===== src/sbcd_consts.svh =====
`ifndef SBCD_CONSTS_SVH
`define SBCD_CONSTS_SVH
`define SBCD_DIV_W 8
`define SBCD_SEL_INTERNAL 1'b1
`define SBCD_SEL_EXTERNAL 1'b0
`define SBCD_CNT_ZERO 8'h00
`define SBCD_CNT_ONE 8'h01
`define SBCD_DIV_RESET 8'h01
`endif


===== src/sbcd_pkg.sv =====
package sbcd_pkg;
  typedef struct packed {
    logic input_clock_select;
    logic rx_pin_is_source;
    logic [7:0] divide_value;
  } sbcd_cfg_t;
  typedef enum logic [1:0] {
    SBCD_PH_HIGH = 2'b01,
    SBCD_PH_LOW = 2'b10
  } sbcd_phase_t;
endpackage


===== src/sbcd_divider.sv =====
`timescale 1ns/100ps
`include "sbcd_consts.svh"
module sbcd_divider #(
  parameter int DIV_W = `SBCD_DIV_W
) (
  input wire logic I_SYS_CLK,
  input wire logic I_RESET,
  input wire sbcd_pkg::sbcd_cfg_t I_CFG,
  input wire logic I_SHARED_PIN,
  output logic O_TX_BIT_CLOCK,
  output logic O_RX_BIT_CLOCK,
  output logic O_RX_BIT_CLOCK_OE
);
  logic pin_sync;
  logic pin_prev_q;
  logic pin_prev_d;
  logic src_tick;
  sbcd_pkg::sbcd_phase_t phase_q;
  sbcd_pkg::sbcd_phase_t phase_d;
  logic [DIV_W-1:0] cnt_q;
  logic [DIV_W-1:0] cnt_d;
  logic [DIV_W-1:0] div_q;
  logic [DIV_W-1:0] div_d;
  logic [DIV_W-1:0] high_len;
  logic [DIV_W-1:0] low_len;
  logic [DIV_W:0] half_up;
  logic tx_q;
  logic tx_d;
  logic rxo_q;
  logic rxo_d;
  logic oe_q;
  logic oe_d;

  sbcd_sync u_pin_sync (
    .i_clk(I_SYS_CLK),
    .i_reset(I_RESET),
    .i_async(I_SHARED_PIN),
    .o_sync(pin_sync)
  );

  // Pin is sampled, so external source must run below half the system rate
  always_comb begin
    pin_prev_d = pin_sync;
    src_tick = 1'b1;
    if (I_CFG.input_clock_select == `SBCD_SEL_EXTERNAL) begin
      src_tick = I_CFG.rx_pin_is_source & pin_sync & ~pin_prev_q;
    end
  end

  // Phase lengths from the divide value latched at each period start
  always_comb begin
    half_up = ({1'b0, div_q} + {{DIV_W{1'b0}}, 1'b1}) >> 1;
    if (div_q[0]) begin
      high_len = half_up[DIV_W-1:0];
      low_len = half_up[DIV_W-1:0];
    end else begin
      high_len = (div_q >> 1) + `SBCD_CNT_ONE;
      low_len = div_q >> 1;
    end
  end

  // Toggling only at counted boundaries keeps reselect glitch free
  always_comb begin
    phase_d = phase_q;
    cnt_d = cnt_q;
    div_d = div_q;
    if (src_tick) begin
      case (phase_q)
        sbcd_pkg::SBCD_PH_HIGH: begin
          if (cnt_q + `SBCD_CNT_ONE >= high_len) begin
            cnt_d = `SBCD_CNT_ZERO;
            // Zero low length only for divide value zero: skip low phase
            if (low_len == `SBCD_CNT_ZERO) begin
              div_d = I_CFG.divide_value;
            end else begin
              phase_d = sbcd_pkg::SBCD_PH_LOW;
            end
          end else begin
            cnt_d = cnt_q + `SBCD_CNT_ONE;
          end
        end
        sbcd_pkg::SBCD_PH_LOW: begin
          if (cnt_q + `SBCD_CNT_ONE >= low_len) begin
            cnt_d = `SBCD_CNT_ZERO;
            phase_d = sbcd_pkg::SBCD_PH_HIGH;
            div_d = I_CFG.divide_value;
          end else begin
            cnt_d = cnt_q + `SBCD_CNT_ONE;
          end
        end
        default: begin
          phase_d = sbcd_pkg::SBCD_PH_HIGH;
          cnt_d = `SBCD_CNT_ZERO;
        end
      endcase
    end
  end

  // Zero-divide case keeps the clock high; that is the documented ratio
  always_comb begin
    tx_d = (phase_d == sbcd_pkg::SBCD_PH_HIGH);
    rxo_d = tx_d;
    oe_d = ~I_CFG.rx_pin_is_source;
  end

  always_ff @(posedge I_SYS_CLK) begin
    if (I_RESET) begin
      pin_prev_q <= 1'b0;
      phase_q <= sbcd_pkg::SBCD_PH_HIGH;
      cnt_q <= `SBCD_CNT_ZERO;
      div_q <= `SBCD_DIV_RESET;
      tx_q <= 1'b1;
      rxo_q <= 1'b1;
      oe_q <= 1'b0;
    end else begin
      pin_prev_q <= pin_prev_d;
      phase_q <= phase_d;
      cnt_q <= cnt_d;
      div_q <= div_d;
      tx_q <= tx_d;
      rxo_q <= rxo_d;
      oe_q <= oe_d;
    end
  end

  assign O_TX_BIT_CLOCK = tx_q;
  assign O_RX_BIT_CLOCK = rxo_q;
  assign O_RX_BIT_CLOCK_OE = oe_q;
endmodule


===== src/sbcd_sync.sv =====
`timescale 1ns/100ps
module sbcd_sync (
  input wire logic i_clk,
  input wire logic i_reset,
  input wire logic i_async,
  output logic o_sync
);
  logic meta_q;
  logic meta_d;
  logic sync_q;
  logic sync_d;
  always_comb begin
    meta_d = i_async;
    sync_d = meta_q;
  end
  always_ff @(posedge i_clk) begin
    if (i_reset) begin
      meta_q <= 1'b0;
      sync_q <= 1'b0;
    end else begin
      meta_q <= meta_d;
      sync_q <= sync_d;
    end
  end
  assign o_sync = sync_q;
endmodule


===== config.mk =====
export PLATFORM = sky130hd
export DESIGN_NAME = sbcd_divider
export DESIGN_NICKNAME = d
export VERILOG_FILES = /design/src/sbcd_pkg.sv /design/src/sbcd_divider.sv /design/src/sbcd_sync.sv
export VERILOG_INCLUDE_DIRS = /design/src
export SDC_FILE = /design/constraint.sdc
export NUM_CORES = 1
export LEC_CHECK = 0
export BUFFER_PORTS_ARGS = -buffer_cell sky130_fd_sc_hd__buf_2
export CELL_PAD_IN_SITES_DETAIL_PLACEMENT = 1
export CELL_PAD_IN_SITES_GLOBAL_PLACEMENT = 2
export CORE_UTILIZATION = 34
export CTS_BUF_LIST = sky130_fd_sc_hd__clkbuf_8
export DETAILED_ROUTE_END_ITERATION = 6
export GPL_TIMING_DRIVEN = 0
export PLACE_DENSITY_LB_ADDON = 0.1
export SLEW_MARGIN = 20
export SYNTH_ARGS = -nofsm -noshare
export SYNTH_HDL_FRONTEND = slang
export SYNTH_SLANG_ARGS = --single-unit

===== constraint.sdc =====
create_clock -name I_SYS_CLK -period 2.63 [get_ports I_SYS_CLK]
set_input_delay 0.263 -clock I_SYS_CLK [delete_from_list [all_inputs] [get_ports I_SYS_CLK]]
set_output_delay 0.263 -clock I_SYS_CLK [all_outputs]
set_load 0.02 [all_outputs]

# --- Word-level counts from Yosys, hierarchy flattened ---
# Cells that the tools add are included.
word_totals:
  ff_bits: 23
  out_inout_bits: 3
  word_cells: 41
classes:
  n_lt_le_gt_ge: 2
  n_reduce_logical: 3
  add_sub_neg: 3
  eq_ne: 6
  n_mux: 15
  bitwise: 4
op_table:
  columns: ["cell", "count"]
  rows:
  - ["$mux 8", 7]
  - ["$pmux 8 s2", 2]
  - ["$ge 8x8->1", 2]
  - ["$add 8x1->9 const B", 1]
  - ["$add 7x1->8 const B", 1]
  - ["$add 8x1->8 const B", 1]
  - ["$logic_not 8->1", 1]
  - ["$mux 2", 4]
  - ["$ne 2x2->1 const B", 3]
  - ["$reduce_and 5->1", 1]
  - ["$eq 2x1->1 const B", 2]
  - ["$pmux 2 s2", 1]
  - ["$and 1x1->1", 2]
  - ["$eq 2x2->1 const B", 1]
  - ["$not 1->1", 2]
  - ["$reduce_bool 2->1", 1]
  - ["$mux 1", 1]

# --- Depth between registers and ports, before layout ---
depth:
  ltp_word: 8
  mapped_depth: 13

# --- By module ---
# Synthesis repeated with hierarchy kept, for this count alone.
unflattened:
  cells_unflattened: 219
  area_unflattened_um2: 1916.8
by_module_without_submodules:
  columns: ["mod", "area_each_um2", "cells_each", "instances"]
  rows:
  - ["sbcd_divider", 1864.3, 215, 1]
  - ["sbcd_sync", 52.6, 4, 1]

# --- Least setup slack after synthesis ---
# OpenSTA, ideal clock, no wires.
synth_path:
  path_kind: "reg2reg"
  start: "register div_q[1]"
  end: "register div_q[0]"
  period_less_slack_ps: 2722
  setup_slack_ps: -92
  arrival_ps: 2651
  n_path_buf: 0
  stages_incl_launch_ff: 13
  t_required_ps: 2558
  cell_sequence: "dfxtp_1 > ha_1 > nand2_1 > o21ai_0 > and3_1 > nand3_1 > xor2_1 > ha_1 > nand3_1 > o311ai_1 > nand3_1 > nor3_4 > mux2i_1"
synth_between:
  elab_chain_len: 5
  elab_cells_between_ends: 11
synth_rtl:
  columns: ["item", "line", "source"]
  rows:
  - ["start, declared", "sbcd_divider.sv:22", "logic [DIV_W-1:0] div_q;"]
  - ["start signal, assigned", "sbcd_divider.sv:111", "div_q <= `SBCD_DIV_RESET;"]
  - ["start signal, assigned", "sbcd_divider.sv:119", "div_q <= div_d;"]
  - ["$add 8x1->9 or $add 7x1->8 (tied branches)", null, null]
  - ["$mux 8", "sbcd_divider.sv:53", "if (div_q[0]) begin"]
  - ["$ge 8x8->1 (tied with other cells)", "sbcd_divider.sv:83", "if (cnt_q + `SBCD_CNT_ONE >= low_len) begin"]
  - ["$ne 2x2->1 (no source line)", null, null]
  - ["$reduce_and 5->1 (no source line) *", null, null]
# Mark *: on every way between the ends. The rest lies on a longest branch, timed or not.
# A chain may end at the register's enable or synchronous reset.

# --- Worst setup path in the final report ---
layout_path:
  start: "register cnt_q[1]"
  end: "register rxo_q, in the netlist O_RX_BIT_CLOCK"
layout_between:
  elab_chain_len: 6
  elab_cells_between_ends: 8
layout_rtl:
  columns: ["item", "line", "source"]
  rows:
  - ["start, declared", "sbcd_divider.sv:20", "logic [DIV_W-1:0] cnt_q;"]
  - ["start signal, assigned", "sbcd_divider.sv:110", "cnt_q <= `SBCD_CNT_ZERO;"]
  - ["start signal, assigned", "sbcd_divider.sv:118", "cnt_q <= cnt_d;"]
  - ["$add 8x1->8 (no source line) *", null, null]
  - ["$ge 8x8->1, on equally long branches", "sbcd_divider.sv:83, sbcd_divider.sv:70", null]
  - ["$mux 2, on equally long branches", "sbcd_divider.sv:83, sbcd_divider.sv:70", null]
  - ["$pmux 2 s2 *", "sbcd_divider.sv:68", "case (phase_q)"]
  - ["$mux 2 *", "sbcd_divider.sv:67", "if (src_tick) begin"]
  - ["$eq 2x1->1 *", "sbcd_divider.sv:101", "tx_d = (phase_d == sbcd_pkg::SBCD_PH_HIGH);"]
  - ["end signal, assigned", "sbcd_divider.sv:121", "rxo_q <= rxo_d;"]
  - ["end, declared", "sbcd_divider.sv:29", "logic rxo_q;"]
# Marked as above.

==> implementation parameters <==
Parameter                              Value

Run status
  Run status ... finished, violations left
  Violated checks ... setup timing

Final layout
  Most frequent cells in the layout ... nor2_1, nand2_1, dfxtp_1, buf_2, buf_4
  Final Net Count ... 282
  Layout-stage area growth over the synthesis result ... 36.62%
  Final design instance area without fill ... 0.002460 mm²
  Share of cells above drive strength 1 ... 38.21%
  Commonest non-fill, non-tap cell in the layout ... nor2_1
  Ant. Diodes ... 0
  Post-Route Utilization ... 48.16%

STA
  Post-route clock period utilization ... 104.5%
  RSZ-0062 raised after global routing ... yes
  Hold Fails Final Rpt ... 0
  Endpoints failing setup ... 18
  Post-route setup TNS ... -1.471 ns
  Worst setup margin ... -0.1174 ns
  Setup skew after layout ... 0.003348 ns
  Max transition margin ... 50.13%
  Number of pins exceeding their max-slew limit in the final report ... 0
  Measured slew at the worst slew-check pin ... 0.7457 ns
  Achievable Freq ... 0.3640 GHz
  Minimum clock period after layout ... 2.747 ns

Clocking
  Number of buffers on the longest clock path ... 2
  Number of buffers created by CTS ... 3
  Clock-pin slew of the registers on the worst-case setup and hold paths ... 0.09 ns
  Clock root buffer ... clkbuf_8
  Number of buffers inserted for hold repair after clock tree synthesis ... 0
  Clock tree from TritonCTS ... built
  Clock insertion delay at the later pin of the skew report ... 0.27 ns
  H-tree levels ... 1
  Total clock sinks ... 23

Global routing
  Overall routing resource usage ... 19.74%
  Grt ovf ... 0
  Number of antenna violations at the first check in global routing ... 0
  Wire length of the first global-routing pass ... 8349 µm
  Pin count of the biggest net entering global routing ... 14
  Via count of the first global-routing pass ... 1707

Power
  Net Sw Frac ... 35.63%
  Net switching power ... 353.8 µW
  Total leakage power ... 0.0009633 µW
  Clk network pwr share ... 23.0%
  Areal power density over the cells ... 403.7 mW/mm²
  Internal Pwr Total ... 639.2 µW
  Overall power ... 993.0 µW
  Comb power frac ... 37.4%
  Maximum resistive drop on vdd ... 0.3225 mV
  Power share of the sequential group ... 39.6%

Worst setup path
  Required time worst endpoint ... 2.77 ns
  CP max stage delay ... 0.37 ns
  Most frequent cell on the critical path ... and3_4
  Crit path DAT ... 2.89 ns
  Critical path startpoint category ... flop
  Critical Path Sink Type ... flop
  Type of the setup path with the least slack ... flop to flop
  Cells traversed along the worst timing path ... and3_4, and3_4, nand3_1, xnor2_2, ha_1, or2_2, or2_4, a31o_1, a211oi_2, a211oi_1
  Crit path max fanout ... 3
  CP max-delay cell ... dfxtp_2
  Slack of the worst reg-to-reg path ... -0.12 ns

Synthesis
  Avg Cell Area, Syn ... 8.493 µm²
  Post-synthesis cell type count ... 49
  Part of the Yosys area used for sequential elements ... 25.57%
  Instance count of the mapped netlist ... 212
  Synthesis-stage register bit count ... 23
  Post-Synthesis Cell Area ... 0.001800 mm²
  Post-synthesis net count ... 247
  Count of yosys warnings during synthesis ... 0
  Dominant register cell in the synthesized netlist ... dfxtp_1
  Number of synthesized flops with an enable pin ... 0
  Async set-reset flop share out of synthesis ... 0%

Floorplanning
  Placeable core region ... 0.005107 mm²
  Boundary pin count ... 16
  Vert. Die Dim ... 74.77 µm
  Die Outline Area ... 0.005591 mm²
  Rows ... 26
  Die X ... 74.77 µm
  Initial core utilization ... 35.25%

Route
  Remaining antenna violation count ... 0
  Avg Vias per Cell ... 5.275
  Post-detailed-route wirelength per cell ... 16.49 µm
  Vias after detailed routing ... 1667
  # DRC ... 0
  Total wire length after detailed routing ... 5211 µm
  Iter 0 DRT Violations ... 56
  DR pass1 iterations ... 4

Placement
  Place WS ... -0.6044 ns
  I/O Buffers ... 15
  Post-detail-place hpwl ... 3791 µm
  Standard cell area after detailed placement ... 0.001991 mm²
  Final weighted congestion in routability-driven placement ... 0.8550

Min path
  Class of the tightest hold or removal check ... primary input to flop

Job
  Number of max-capacitance violations reported ... 0
layer usage:
layer | GRT usage (%) | vias to the layer above | share of wire, %
met5 | 0 | - | 0
met3 | 2.142 | 5 | 2.1
met1 | 25.96 | 816 | 47
met2 | 35.14 | 21 | 50
li1 | - | 825 | -
met4 | 3.564 | 0 | 0.73
Yosys cell counts, types with 5 or more instances:
master    number  share of area [%]
xnor2_1        6                2.9
xor2_1        15                7.3
clkbuf_1       5                1.0
mux2i_1        9                5.0
nand4_1        6                2.1
nor2_1        19                4.0
nand3_1        8                2.2
dfxtp_1       23                 26
nand2_1       20                4.2
inv_1         10                2.1
a21oi_1        6                1.7
ha_1          22                 15
layout make-up:
cell class	count	area, µm²
Timing Repair Buffer	33	230.2
Buffer	7	42.54
Inverter	10	37.54
Clock inverter	1	5.005
Multi-Input combinational cell	169	1539
Clock buffer	3	41.29
Tap cell	70	87.58
Sequential cell	23	476.7
Fill cell	608	2648
cell families (layout without fill, tap and decap cells):
group                    Yosys count  in the layout  share of synthesized area [%]
adder cells (fa/ha/maj)           22             22                          15.29
XOR/XNOR                          22             22                          11.12
buffers and inverters             20             54                          5.213
flip-flops                        23             23                          25.57
multiplexers                       9              9                          5.004
AO/OA/AOI/OAI                     40             40                          16.26
AND/OR/NAND/NOR                   76             76                          21.54
power by group through the flow:
stage / Sequential (µW) / Combinational (µW) / Clock, µW
3_3_place_gp: 398 / 289 / 0
2_1_floorplan: 405 / 207 / 0
6_report: 393 / 371 / 229
5_1_grt: 397 / 400 / 251
3_5_place_dp: 399 / 299 / 0
4_1_cts: 392 / 343 / 238
registers in the layout, indices dropped and copies added (netlist names):
| name | count |
|---|---|
| O_RX_BIT_CLOCK | 1 |
| u_pin_sync.o_sync | 1 |
| O_RX_BIT_CLOCK_OE | 1 |
| phase_q | 2 |
| u_pin_sync.meta_q | 1 |
| cnt_q | 8 |
| div_q | 8 |
| pin_prev_q | 1 |
per-stage QoR:
step	hold WS [ns]	instances
6_report	0.1843	316
5_1_grt	0.1806	316
4_1_cts	0.1670	308
3_5_place_dp	0.4355	297
3_3_place_gp	0.4282	297
2_1_floorplan	0.3346	212
what timing repair did:
item                       CTS  global route
setup buffers                9            10
setup endpoints to repair   19            19
resized for setup           48            16
pin swaps                   14            17
final timing paths:
| check | startpoint | end | cells after the start |
|---|---|---|---|
| max | cnt_q[1] | O_RX_BIT_CLOCK | 10 |
| min | I_CFG[8] | O_RX_BIT_CLOCK_OE | 2 |
| max reg2reg | cnt_q[1] | O_RX_BIT_CLOCK | 10 |
| min reg2reg | u_pin_sync.meta_q | u_pin_sync.o_sync | 1 |
worst max-delay path, delay by kind of cell, from the launching register on:
kind,cells,cell delay (ns)
simple gates,5,1.11
compound gates,3,0.55
flops,1,0.37
xor+xnor,1,0.30
fa+ha+maj,1,0.29
Power figures use the tool's default switching activity.
